### config.mk
export PLATFORM = sky130hd
export DESIGN_NAME = dcr_comm_regs
export DESIGN_NICKNAME = d
export VERILOG_FILES = /design/src/core/dcr_pkg.sv /design/src/core/dcr_comm_regs.sv
export SDC_FILE = /design/constraint.sdc
export NUM_CORES = 1
export LEC_CHECK = 0
export BUFFER_PORTS_ARGS = -buffer_cell sky130_fd_sc_hd__buf_2
export CORE_MARGIN = 8
export CORE_UTILIZATION = 50
export DETAILED_ROUTE_END_ITERATION = 16
export PLACE_DENSITY_LB_ADDON = 0.1
export SYNTH_ARGS = -nofsm -noshare
export SYNTH_HDL_FRONTEND = slang
export SYNTH_SLANG_ARGS = --single-unit
export TNS_END_PERCENT = 100
### constraint.sdc
create_clock -name clk_i -period 8.3 [get_ports clk_i]
set_input_delay 0.83 -clock clk_i [delete_from_list [all_inputs] [get_ports clk_i]]
set_output_delay 0.83 -clock clk_i [all_outputs]
set_load 0.02 [all_outputs]
### src/core/dcr_pkg.sv
`default_nettype none
package dcr_pkg;
  // Register word addresses
  localparam logic [15:0] ADDR_TORQUE_SET   = 16'h2004;
  localparam logic [15:0] ADDR_FWD_CEIL     = 16'h2005;
  localparam logic [15:0] ADDR_REV_CEIL     = 16'h2006;
  localparam logic [15:0] ADDR_MOT_TORQUE   = 16'h2007;
  localparam logic [15:0] ADDR_BRK_TORQUE   = 16'h2008;
  localparam logic [15:0] ADDR_SPECIAL_CMD  = 16'h2009;
  localparam logic [15:0] ADDR_VIRT_IN      = 16'h200a;
  localparam logic [15:0] ADDR_VIRT_OUT     = 16'h200b;
  localparam logic [15:0] ADDR_SEP_VOLT     = 16'h200c;
  localparam logic [15:0] ADDR_AO_ONE       = 16'h200d;
  localparam logic [15:0] ADDR_AO_TWO       = 16'h200e;
  localparam logic [15:0] ADDR_STATE_WORD   = 16'h2100;

  // Writable bank: indices 0..10 from ADDR_TORQUE_SET upward
  localparam int          NUM_RW            = 11;
  localparam logic [3:0]  IDX_TORQUE_SET    = 4'h0;
  localparam logic [3:0]  IDX_FWD_CEIL      = 4'h1;
  localparam logic [3:0]  IDX_REV_CEIL      = 4'h2;
  localparam logic [3:0]  IDX_MOT_TORQUE    = 4'h3;
  localparam logic [3:0]  IDX_BRK_TORQUE    = 4'h4;
  localparam logic [3:0]  IDX_SPECIAL_CMD   = 4'h5;
  localparam logic [3:0]  IDX_VIRT_IN       = 4'h6;
  localparam logic [3:0]  IDX_VIRT_OUT      = 4'h7;
  localparam logic [3:0]  IDX_SEP_VOLT      = 4'h8;
  localparam logic [3:0]  IDX_AO_ONE        = 4'h9;
  localparam logic [3:0]  IDX_AO_TWO        = 4'ha;
  localparam logic [15:0] RESET_VAL         = 16'h0000;

  // Value limits
  localparam logic [15:0] TORQUE_CEIL_MAX   = 16'h0bb8;
  localparam logic signed [15:0] TORQUE_SET_MAX = 16'sh0bb8;
  localparam logic signed [15:0] TORQUE_SET_MIN = 16'shf448;
  localparam logic [15:0] VOLT_MAX          = 16'h03e8;
  localparam logic signed [15:0] AO_MAX     = 16'sh03e8;
  localparam logic signed [15:0] AO_MIN     = 16'shfc18;
  localparam logic [15:0] VIRT_IN_MAX       = 16'h03ff;
  localparam logic [15:0] VIRT_OUT_MAX      = 16'h000f;
  localparam logic [15:0] SPECIAL_MASK      = 16'h003f;
  localparam logic [7:0]  MAX_WRITE_WORDS   = 8'h10;

  // Exception codes
  localparam logic [7:0]  EXC_NONE          = 8'h00;
  localparam logic [7:0]  EXC_ADDR          = 8'h02;
  localparam logic [7:0]  EXC_VALUE         = 8'h03;

  // Primary state word codes
  localparam logic [15:0] STATE_FWD         = 16'h0001;
  localparam logic [15:0] STATE_REV         = 16'h0002;
  localparam logic [15:0] STATE_STOP        = 16'h0003;
  localparam logic [15:0] STATE_FAULT       = 16'h0004;

  typedef struct packed {
    logic        write;
    logic [15:0] addr;
    logic [7:0]  qty;
    logic [15:0] wdata;
  } dcr_req_type;

  typedef struct packed {
    logic        exc;
    logic [7:0]  exc_code;
    logic [15:0] rdata;
  } dcr_rsp_type;

  typedef struct packed {
    logic [9:0] unused;
    logic       dc_brake;
    logic       pre_excite;
    logic       energy_consume;
    logic       torque_ctrl_off;
    logic [1:0] motor_sel;
  } dcr_special_type;

  typedef struct packed {
    logic digital_input_eight;
    logic digital_input_seven;
    logic digital_input_six;
    logic digital_input_five;
    logic fast_input_b;
    logic fast_input_a;
    logic digital_input_four;
    logic digital_input_three;
    logic digital_input_two;
    logic digital_input_one;
  } dcr_vin_type;

  typedef struct packed {
    logic relay_two;
    logic relay_one;
    logic fast_output;
    logic open_collector_output;
  } dcr_vout_type;
endpackage : dcr_pkg
`default_nettype wire

### src/core/dcr_comm_regs.sv
// Contract
// Forward frequency ceiling 0..Fmax, read/write
// Reverse frequency ceiling 0..Fmax, read/write
// Motoring torque ceiling 0..3000, read/write
// Braking torque ceiling 0..3000, read/write
// Special word: motor, torque off, preexcite, braking
// Virtual inputs, ten bits, up to 0x3ff
// Virtual outputs, four bits, up to 0x0f
// Separated voltage setting 0..1000
// Two analog outputs, signed -1000..+1000
// State word: 1 fwd,2 rev,3 stop,4 fault
// Multi-word writes up to sixteen words; code checks the count but stores one word
// Torque setting signed -3000..+3000
// Sixteen-bit registers, two's complement signed
// Out-of-range write refused, value kept
`timescale 1ns/1ns
`default_nettype none
module dcr_comm_regs
  import dcr_pkg::*;
#(
  parameter logic [15:0] FMAX_CENTI_HZ = 16'h1388
) (
  input  wire logic            clk_i,
  input  wire logic            rst_i,
  input  wire logic            req_valid_i,
  input  wire dcr_req_type     req_i,
  output logic                 rsp_valid_o,
  output dcr_rsp_type          rsp_o,
  input  wire logic            run_fwd_i,
  input  wire logic            run_rev_i,
  input  wire logic            fault_i,
  output logic signed [15:0]   torque_setting_o,
  output logic [15:0]          fwd_freq_ceiling_o,
  output logic [15:0]          rev_freq_ceiling_o,
  output logic [15:0]          motoring_torque_ceiling_o,
  output logic [15:0]          braking_torque_ceiling_o,
  output dcr_special_type      special_cmd_o,
  output dcr_vin_type          virtual_inputs_o,
  output dcr_vout_type         virtual_outputs_o,
  output logic [15:0]          separated_voltage_o,
  output logic signed [15:0]   analog_out_one_o,
  output logic signed [15:0]   analog_out_two_o,
  output logic [15:0]          state_word_o
);

  logic [15:0] regs_ff [NUM_RW];
  logic [15:0] state_ff;
  logic        rsp_valid_ff;
  dcr_rsp_type rsp_ff;
  logic        in_bank;
  logic [3:0]  idx;
  logic        val_ok;
  logic        qty_ok;
  logic        wr_ok;
  dcr_rsp_type nxt_rsp;

  // Value check for one bank entry
  function automatic logic value_in_range(input logic [3:0] i, input logic [15:0] v);
    logic ok;
    ok = 1'b0;
    unique case (i)
      // Signed torque range
      IDX_TORQUE_SET:  ok = ($signed(v) >= TORQUE_SET_MIN) && ($signed(v) <= TORQUE_SET_MAX);
      // Forward ceiling range
      IDX_FWD_CEIL:    ok = (v <= FMAX_CENTI_HZ);
      // Reverse ceiling range
      IDX_REV_CEIL:    ok = (v <= FMAX_CENTI_HZ);
      // Motoring torque range
      IDX_MOT_TORQUE:  ok = (v <= TORQUE_CEIL_MAX);
      // Braking torque range
      IDX_BRK_TORQUE:  ok = (v <= TORQUE_CEIL_MAX);
      // Only defined bits
      IDX_SPECIAL_CMD: ok = ((v & ~SPECIAL_MASK) == 16'h0000);
      // Ten input bits
      IDX_VIRT_IN:     ok = (v <= VIRT_IN_MAX);
      // Four output bits
      IDX_VIRT_OUT:    ok = (v <= VIRT_OUT_MAX);
      // Voltage range
      IDX_SEP_VOLT:    ok = (v <= VOLT_MAX);
      // Signed analog range
      IDX_AO_ONE:      ok = ($signed(v) >= AO_MIN) && ($signed(v) <= AO_MAX);
      IDX_AO_TWO:      ok = ($signed(v) >= AO_MIN) && ($signed(v) <= AO_MAX);
      default:         ok = 1'b0;
    endcase
    return ok;
  endfunction : value_in_range

  // Address decode into the writable bank
  always_comb begin
    in_bank = (req_i.addr >= ADDR_TORQUE_SET) && (req_i.addr <= ADDR_AO_TWO);
    idx     = 4'(req_i.addr - ADDR_TORQUE_SET);
    val_ok  = in_bank && value_in_range(idx, req_i.wdata);
    // Frame length limit
    qty_ok  = (req_i.qty != 8'h00) && (req_i.qty <= MAX_WRITE_WORDS);
    // Store only accepted words
    wr_ok   = req_valid_i && req_i.write && in_bank && qty_ok && val_ok;
  end

  // Answer for the current request
  always_comb begin
    nxt_rsp = '{exc: 1'b0, exc_code: EXC_NONE, rdata: 16'h0000};
    if (req_i.write) begin
      if (!qty_ok) begin
        nxt_rsp.exc      = 1'b1;
        nxt_rsp.exc_code = EXC_VALUE;
      end else if (!in_bank) begin
        nxt_rsp.exc      = 1'b1;
        nxt_rsp.exc_code = EXC_ADDR;
      end else if (!val_ok) begin
        // Range exception
        nxt_rsp.exc      = 1'b1;
        nxt_rsp.exc_code = EXC_VALUE;
      end
      nxt_rsp.rdata = req_i.wdata;
    end else if (in_bank) begin
      nxt_rsp.rdata = regs_ff[idx];
    end else if (req_i.addr == ADDR_STATE_WORD) begin
      nxt_rsp.rdata = state_ff;
    end else begin
      nxt_rsp.exc      = 1'b1;
      nxt_rsp.exc_code = EXC_ADDR;
    end
  end

  // Response register, one cycle after the request
  always_ff @(posedge clk_i) begin
    if (rst_i) begin
      rsp_valid_ff <= 1'b0;
      rsp_ff       <= '{exc: 1'b0, exc_code: EXC_NONE, rdata: 16'h0000};
    end else begin
      rsp_valid_ff <= req_valid_i;
      if (req_valid_i) begin
        rsp_ff <= nxt_rsp;
      end
    end
  end

  // Register bank storage, one entry per index
  genvar g;
  generate
    for (g = 0; g < NUM_RW; g++) begin : g_bank
      // Sixteen-bit word storage
      always_ff @(posedge clk_i) begin
        if (rst_i) begin
          regs_ff[g] <= RESET_VAL;
        end else if (wr_ok && (idx == 4'(g))) begin
          regs_ff[g] <= req_i.wdata;
        end
      end
    end
  endgenerate

  // Primary state word from drive status, fault first
  always_ff @(posedge clk_i) begin
    if (rst_i) begin
      state_ff <= STATE_STOP;
    end else if (fault_i) begin
      // State encoding
      state_ff <= STATE_FAULT;
    end else if (run_fwd_i) begin
      state_ff <= STATE_FWD;
    end else if (run_rev_i) begin
      state_ff <= STATE_REV;
    end else begin
      state_ff <= STATE_STOP;
    end
  end

  // Outputs straight from flip-flops
  assign rsp_valid_o               = rsp_valid_ff;
  assign rsp_o                     = rsp_ff;
  assign torque_setting_o          = $signed(regs_ff[IDX_TORQUE_SET]);
  assign fwd_freq_ceiling_o        = regs_ff[IDX_FWD_CEIL];
  assign rev_freq_ceiling_o        = regs_ff[IDX_REV_CEIL];
  assign motoring_torque_ceiling_o = regs_ff[IDX_MOT_TORQUE];
  assign braking_torque_ceiling_o  = regs_ff[IDX_BRK_TORQUE];
  // Special word fields
  assign special_cmd_o             = dcr_special_type'(regs_ff[IDX_SPECIAL_CMD]);
  // Input bit order
  assign virtual_inputs_o          = dcr_vin_type'(regs_ff[IDX_VIRT_IN][9:0]);
  // Output bit order
  assign virtual_outputs_o         = dcr_vout_type'(regs_ff[IDX_VIRT_OUT][3:0]);
  assign separated_voltage_o       = regs_ff[IDX_SEP_VOLT];
  assign analog_out_one_o          = $signed(regs_ff[IDX_AO_ONE]);
  assign analog_out_two_o          = $signed(regs_ff[IDX_AO_TWO]);
  assign state_word_o              = state_ff;

  // Checks
  // Answer timing
  a_rsp_one_cycle: assert property (@(posedge clk_i) disable iff (rst_i)
    req_valid_i |=> rsp_valid_o) else $error("request not answered next cycle");
  a_no_spurious_rsp: assert property (@(posedge clk_i) disable iff (rst_i)
    !req_valid_i |=> !rsp_valid_o) else $error("answer without request");
  // Oversized frame refused
  a_qty_limit: assert property (@(posedge clk_i) disable iff (rst_i)
    (req_valid_i && req_i.write && (req_i.qty > MAX_WRITE_WORDS))
    |=> (rsp_o.exc && (rsp_o.exc_code == EXC_VALUE))) else $error("oversized write accepted");
  // Rejected write keeps value
  a_reject_keeps: assert property (@(posedge clk_i) disable iff (rst_i)
    (req_valid_i && req_i.write && in_bank && !val_ok)
    |=> (rsp_o.exc && (regs_ff[$past(idx)] == $past(regs_ff[idx])))) else $error("bad value stored");
  // Accepted write stores and reads back
  a_write_readback: assert property (@(posedge clk_i) disable iff (rst_i)
    wr_ok |=> (!rsp_o.exc && (regs_ff[$past(idx)] == $past(req_i.wdata)))) else $error("write lost");
  // Ceiling never above limit
  a_torque_ceiling: assert property (@(posedge clk_i) disable iff (rst_i)
    (motoring_torque_ceiling_o <= TORQUE_CEIL_MAX) && (braking_torque_ceiling_o <= TORQUE_CEIL_MAX))
    else $error("torque ceiling over limit");
  // Fault reported
  a_state_fault: assert property (@(posedge clk_i) disable iff (rst_i)
    fault_i |=> (state_word_o == STATE_FAULT)) else $error("fault not reported");
  // Stopped reported
  a_state_stop: assert property (@(posedge clk_i) disable iff (rst_i)
    (!fault_i && !run_fwd_i && !run_rev_i) |=> (state_word_o == STATE_STOP))
    else $error("stop not reported");
  // State word is read-only
  a_state_ro: assert property (@(posedge clk_i) disable iff (rst_i)
    (req_valid_i && req_i.write && (req_i.addr == ADDR_STATE_WORD) && qty_ok)
    |=> (rsp_o.exc && (rsp_o.exc_code == EXC_ADDR))) else $error("state word written");
  // Analog range held
  a_ao_range: assert property (@(posedge clk_i) disable iff (rst_i)
    (analog_out_one_o >= AO_MIN) && (analog_out_one_o <= AO_MAX) &&
    (analog_out_two_o >= AO_MIN) && (analog_out_two_o <= AO_MAX))
    else $error("analog setting out of range");

endmodule : dcr_comm_regs
`default_nettype wire

==> results.py <==
metrics = {
    "run_status": {
        "outcome": "complete, no violations",
    },
    "layout": {
        "layout_commonest_cell": "buf_2",
        "drive_gt1_frac": 0.2951,
        "fin_nets": 1093,
        "final_cell_mix": "buf_2 (226), edfxtp_1 (176), nor3_1 (155)",
        "n_antenna_cell": 0,
        "syn2layout_area_growth_pct": 15.78,
    },
    "detailed_routing": {
        "avgRoutedWirePerCell_um": 25.40,
        "dr.pass1.iters": 7,
        "drt_iter0_drc": 1064,
        "detail-route-antenna-nets": 0,
        "viasPerCell": 6.064,
        "drcViolationCount": 0,
        "wl_mm": 33.51,
        "vias": 7999,
    },
    "worst_hold_path": {
        "hold_class": "flip-flop to flip-flop",
    },
    "floorplan": {
        "row_count": 51,
        "dieArea_mm2": 0.02461,
        "io_pins": 247,
        "dieWidth_um": 156.9,
        "dieHeight_um": 156.9,
        "core-area_mm2": 0.01946,
        "start_util": 0.5097,
    },
    "cts": {
        "htreeDepth": 4,
        "cts_tree": "built",
        "cts-root-buf": "clkbuf_16",
        "postCtsSetupBuffers": 0,
        "clk_pin_slew_worst_paths_ns": 0.07,
        "cts_num_sinks": 198,
        "clk_latency_ns": 0.44,
        "hold_buffers": 0,
        "cts_buffers": 17,
        "ctsResizeCount": 0,
        "cts_max_path_buffers": 2,
    },
    "logic_synthesis": {
        "ys.flop_type": "edfxtp_1",
        "synthCells": 874,
        "synthArstFlopShare": 0,
        "yosys_warnings": 0,
        "synth.avg_cell_area_um2": 11.35,
        "synth-edff-count": 176,
        "netlist_area_mm2": 0.009921,
        "seq_area_frac_synth": 0.5771,
        "synth_seq_cells": 198,
        "synth.distinct_cells": 50,
    },
    "job": {
        "drv_cap": 0,
    },
    "timing": {
        "finalWorstPathRequiredPeriod_ns": 4.538,
        "fmax_mhz": 220.4,
        "rsz0062_at_grt": "false",
        "worstMarginPinSlew_ns": 1.222,
        "setup_viol": 0,
        "layout_setup_ws_ns": 3.762,
        "finalMaxSlewViolations": 0,
        "clock_skew_ns": 0.009357,
        "hold_violations": 0,
        "min_period_over_period": 0.5468,
        "setup_tns_ns": 0,
        "slew_headroom": 0.1834,
    },
    "global_routing": {
        "grt_pass1_wl_mm": 48.69,
        "grt_max_degree": 146,
        "antenna_found_initial": 1,
        "grtUsageTotal": 0.2692,
        "first_global_vias": 7770,
        "grt-ovfl-total": 0,
    },
    "worst_setup_path": {
        "critPathBufInv": 3,
        "crit_slowest_cell": "o31ai_4",
        "end_kind": "flip-flop",
        "critPathKind": "input pin to flip-flop",
        "path_max_fanout": 145,
        "max_stage_delay_ns": 0.89,
        "cp-start-kind": "input pin",
        "r2r_setup_slack_ns": 6.59,
        "arrival_ns": 4.68,
        "cp_top_family": "compound AO/OA/AOI/OAI gates",
        "critPathRequiredTime_ns": 8.44,
        "timing.critical_path.cells": "buf_2, clkinv_1, ha_1, nor3b_1, o21ai_0, o221ai_1, a2111o_1, o31ai_4, buf_12, nor3_1",
    },
    "place": {
        "gp_congestion": 0.9579,
        "io_buffers": 227,
        "pre_cts_slack_ns": 3.405,
        "hpwl_mm": 23.25,
    },
    "power": {
        "vdd_drop_max_uv": 164.4,
        "pwr_density_cell_mw_per_mm2": 198.4,
        "p_leak_uw": 0.004140,
    },
}
## power by group
part | internal, uW | total [uW] | switching (uW)
logic | 99.6 | 343 | 243
clock network | 386 | 770 | 385
registers | 1130 | 1170 | 32.5
## final timing paths
| check | from | end | cells past startpoint |
|---|---|---|---|
| min reg2reg | rsp_o[0] | rsp_o[0] | 2 |
| max | req_i[26] | regs_ff[10][5] | 10 |
| min | rsp_o[0] | rsp_o[0] | 2 |
| max reg2reg | regs_ff[0][1] | rsp_o[1] | 5 |
## synthesized netlist by cell type (5+ instances only)
cell,number,area (um^2)
edfxtp_1,176,5285
and2_1,6,37.54
o31ai_1,5,37.54
buf_2,11,55.05
mux4_2,32,720.7
buf_4,36,270.3
buf_6,10,112.6
mux2i_1,16,160.2
clkbuf_1,55,206.5
a21oi_1,36,180.2
ha_1,5,62.56
inv_1,5,18.77
dfxtp_1,22,440.4
buf_1,6,22.52
a41o_1,7,70.07
a211oi_1,16,120.1
a31oi_1,19,118.9
nor2_1,64,240.2
nor3_1,155,775.7
nand3_1,7,35.03
o21ai_0,6,30.03
nand2_1,107,401.6
nor4_1,9,56.30
and3_1,9,56.30
nor2b_1,9,56.30
or4_1,5,37.54
## registers in the layout (all words and copies together), names as in the netlist
name          flops
regs_ff         176
rsp_o            18
rsp_valid_o       1
state_word_o      3
## cell families (layout without fill, tap and decap cells)
family,Yosys count,in the layout,synth area share
flip-flops,198,198,0.5771
AO/OA/AOI/OAI,106,106,0.07151
buffers and inverters,125,279,0.06987
AND/OR/NAND/NOR,389,389,0.1843
other,1,27,0.0003780
multiplexers,48,48,0.08879
XOR/XNOR,2,2,0.001766
adder cells (fa/ha/maj),5,5,0.006306
## layout make-up
cell class / instances / area, um^2
fillers: 1695 / 7976
flip-flops and latches: 198 / 5725
multi-input cells: 577 / 3622
repair buffers: 240 / 1249
clock buffers: 18 / 429.2
well taps: 265 / 331.6
clock inverters: 14 / 102.6
inverters: 7 / 26.28
## layer usage
layer | routed length [um] | global-route usage | up-vias | share of wire
li1 | - | - | 3550 | -
met2 | 15850 | 0.4329 | 491 | 0.47
met3 | 3619 | 0.06343 | 74 | 0.11
met1 | 12910 | 0.3472 | 3882 | 0.39
met5 | 15 | 0 | - | 0.00045
met4 | 1104 | 0.1043 | 2 | 0.033
## through the flow
step / hold slack (ns) / utilization / area [um^2] / total power (uW) / instances
2_1_floorplan: 0.6235 / - / 10020 / 1395 / 900
3_3_place_gp: 0.5022 / 0.5628 / 10950 / 1527 / 1287
3_5_place_dp: 0.5121 / 0.5628 / 10950 / 1528 / 1287
4_1_cts: 0.5284 / 0.5902 / 11490 / 2274 / 1319
5_1_grt: 0.5616 / 0.5902 / 11490 / 2340 / 1319
6_report: 0.5317 / 0.5902 / 11490 / 2279 / 1319
## worst min-delay path, stage by stage, from the launching register on
cell	delay, ns
dfxtp_1	0.33
a21oi_1	0.07
a21oi_1	0.10
No activity file was read; power rests on OpenSTA's default activity.
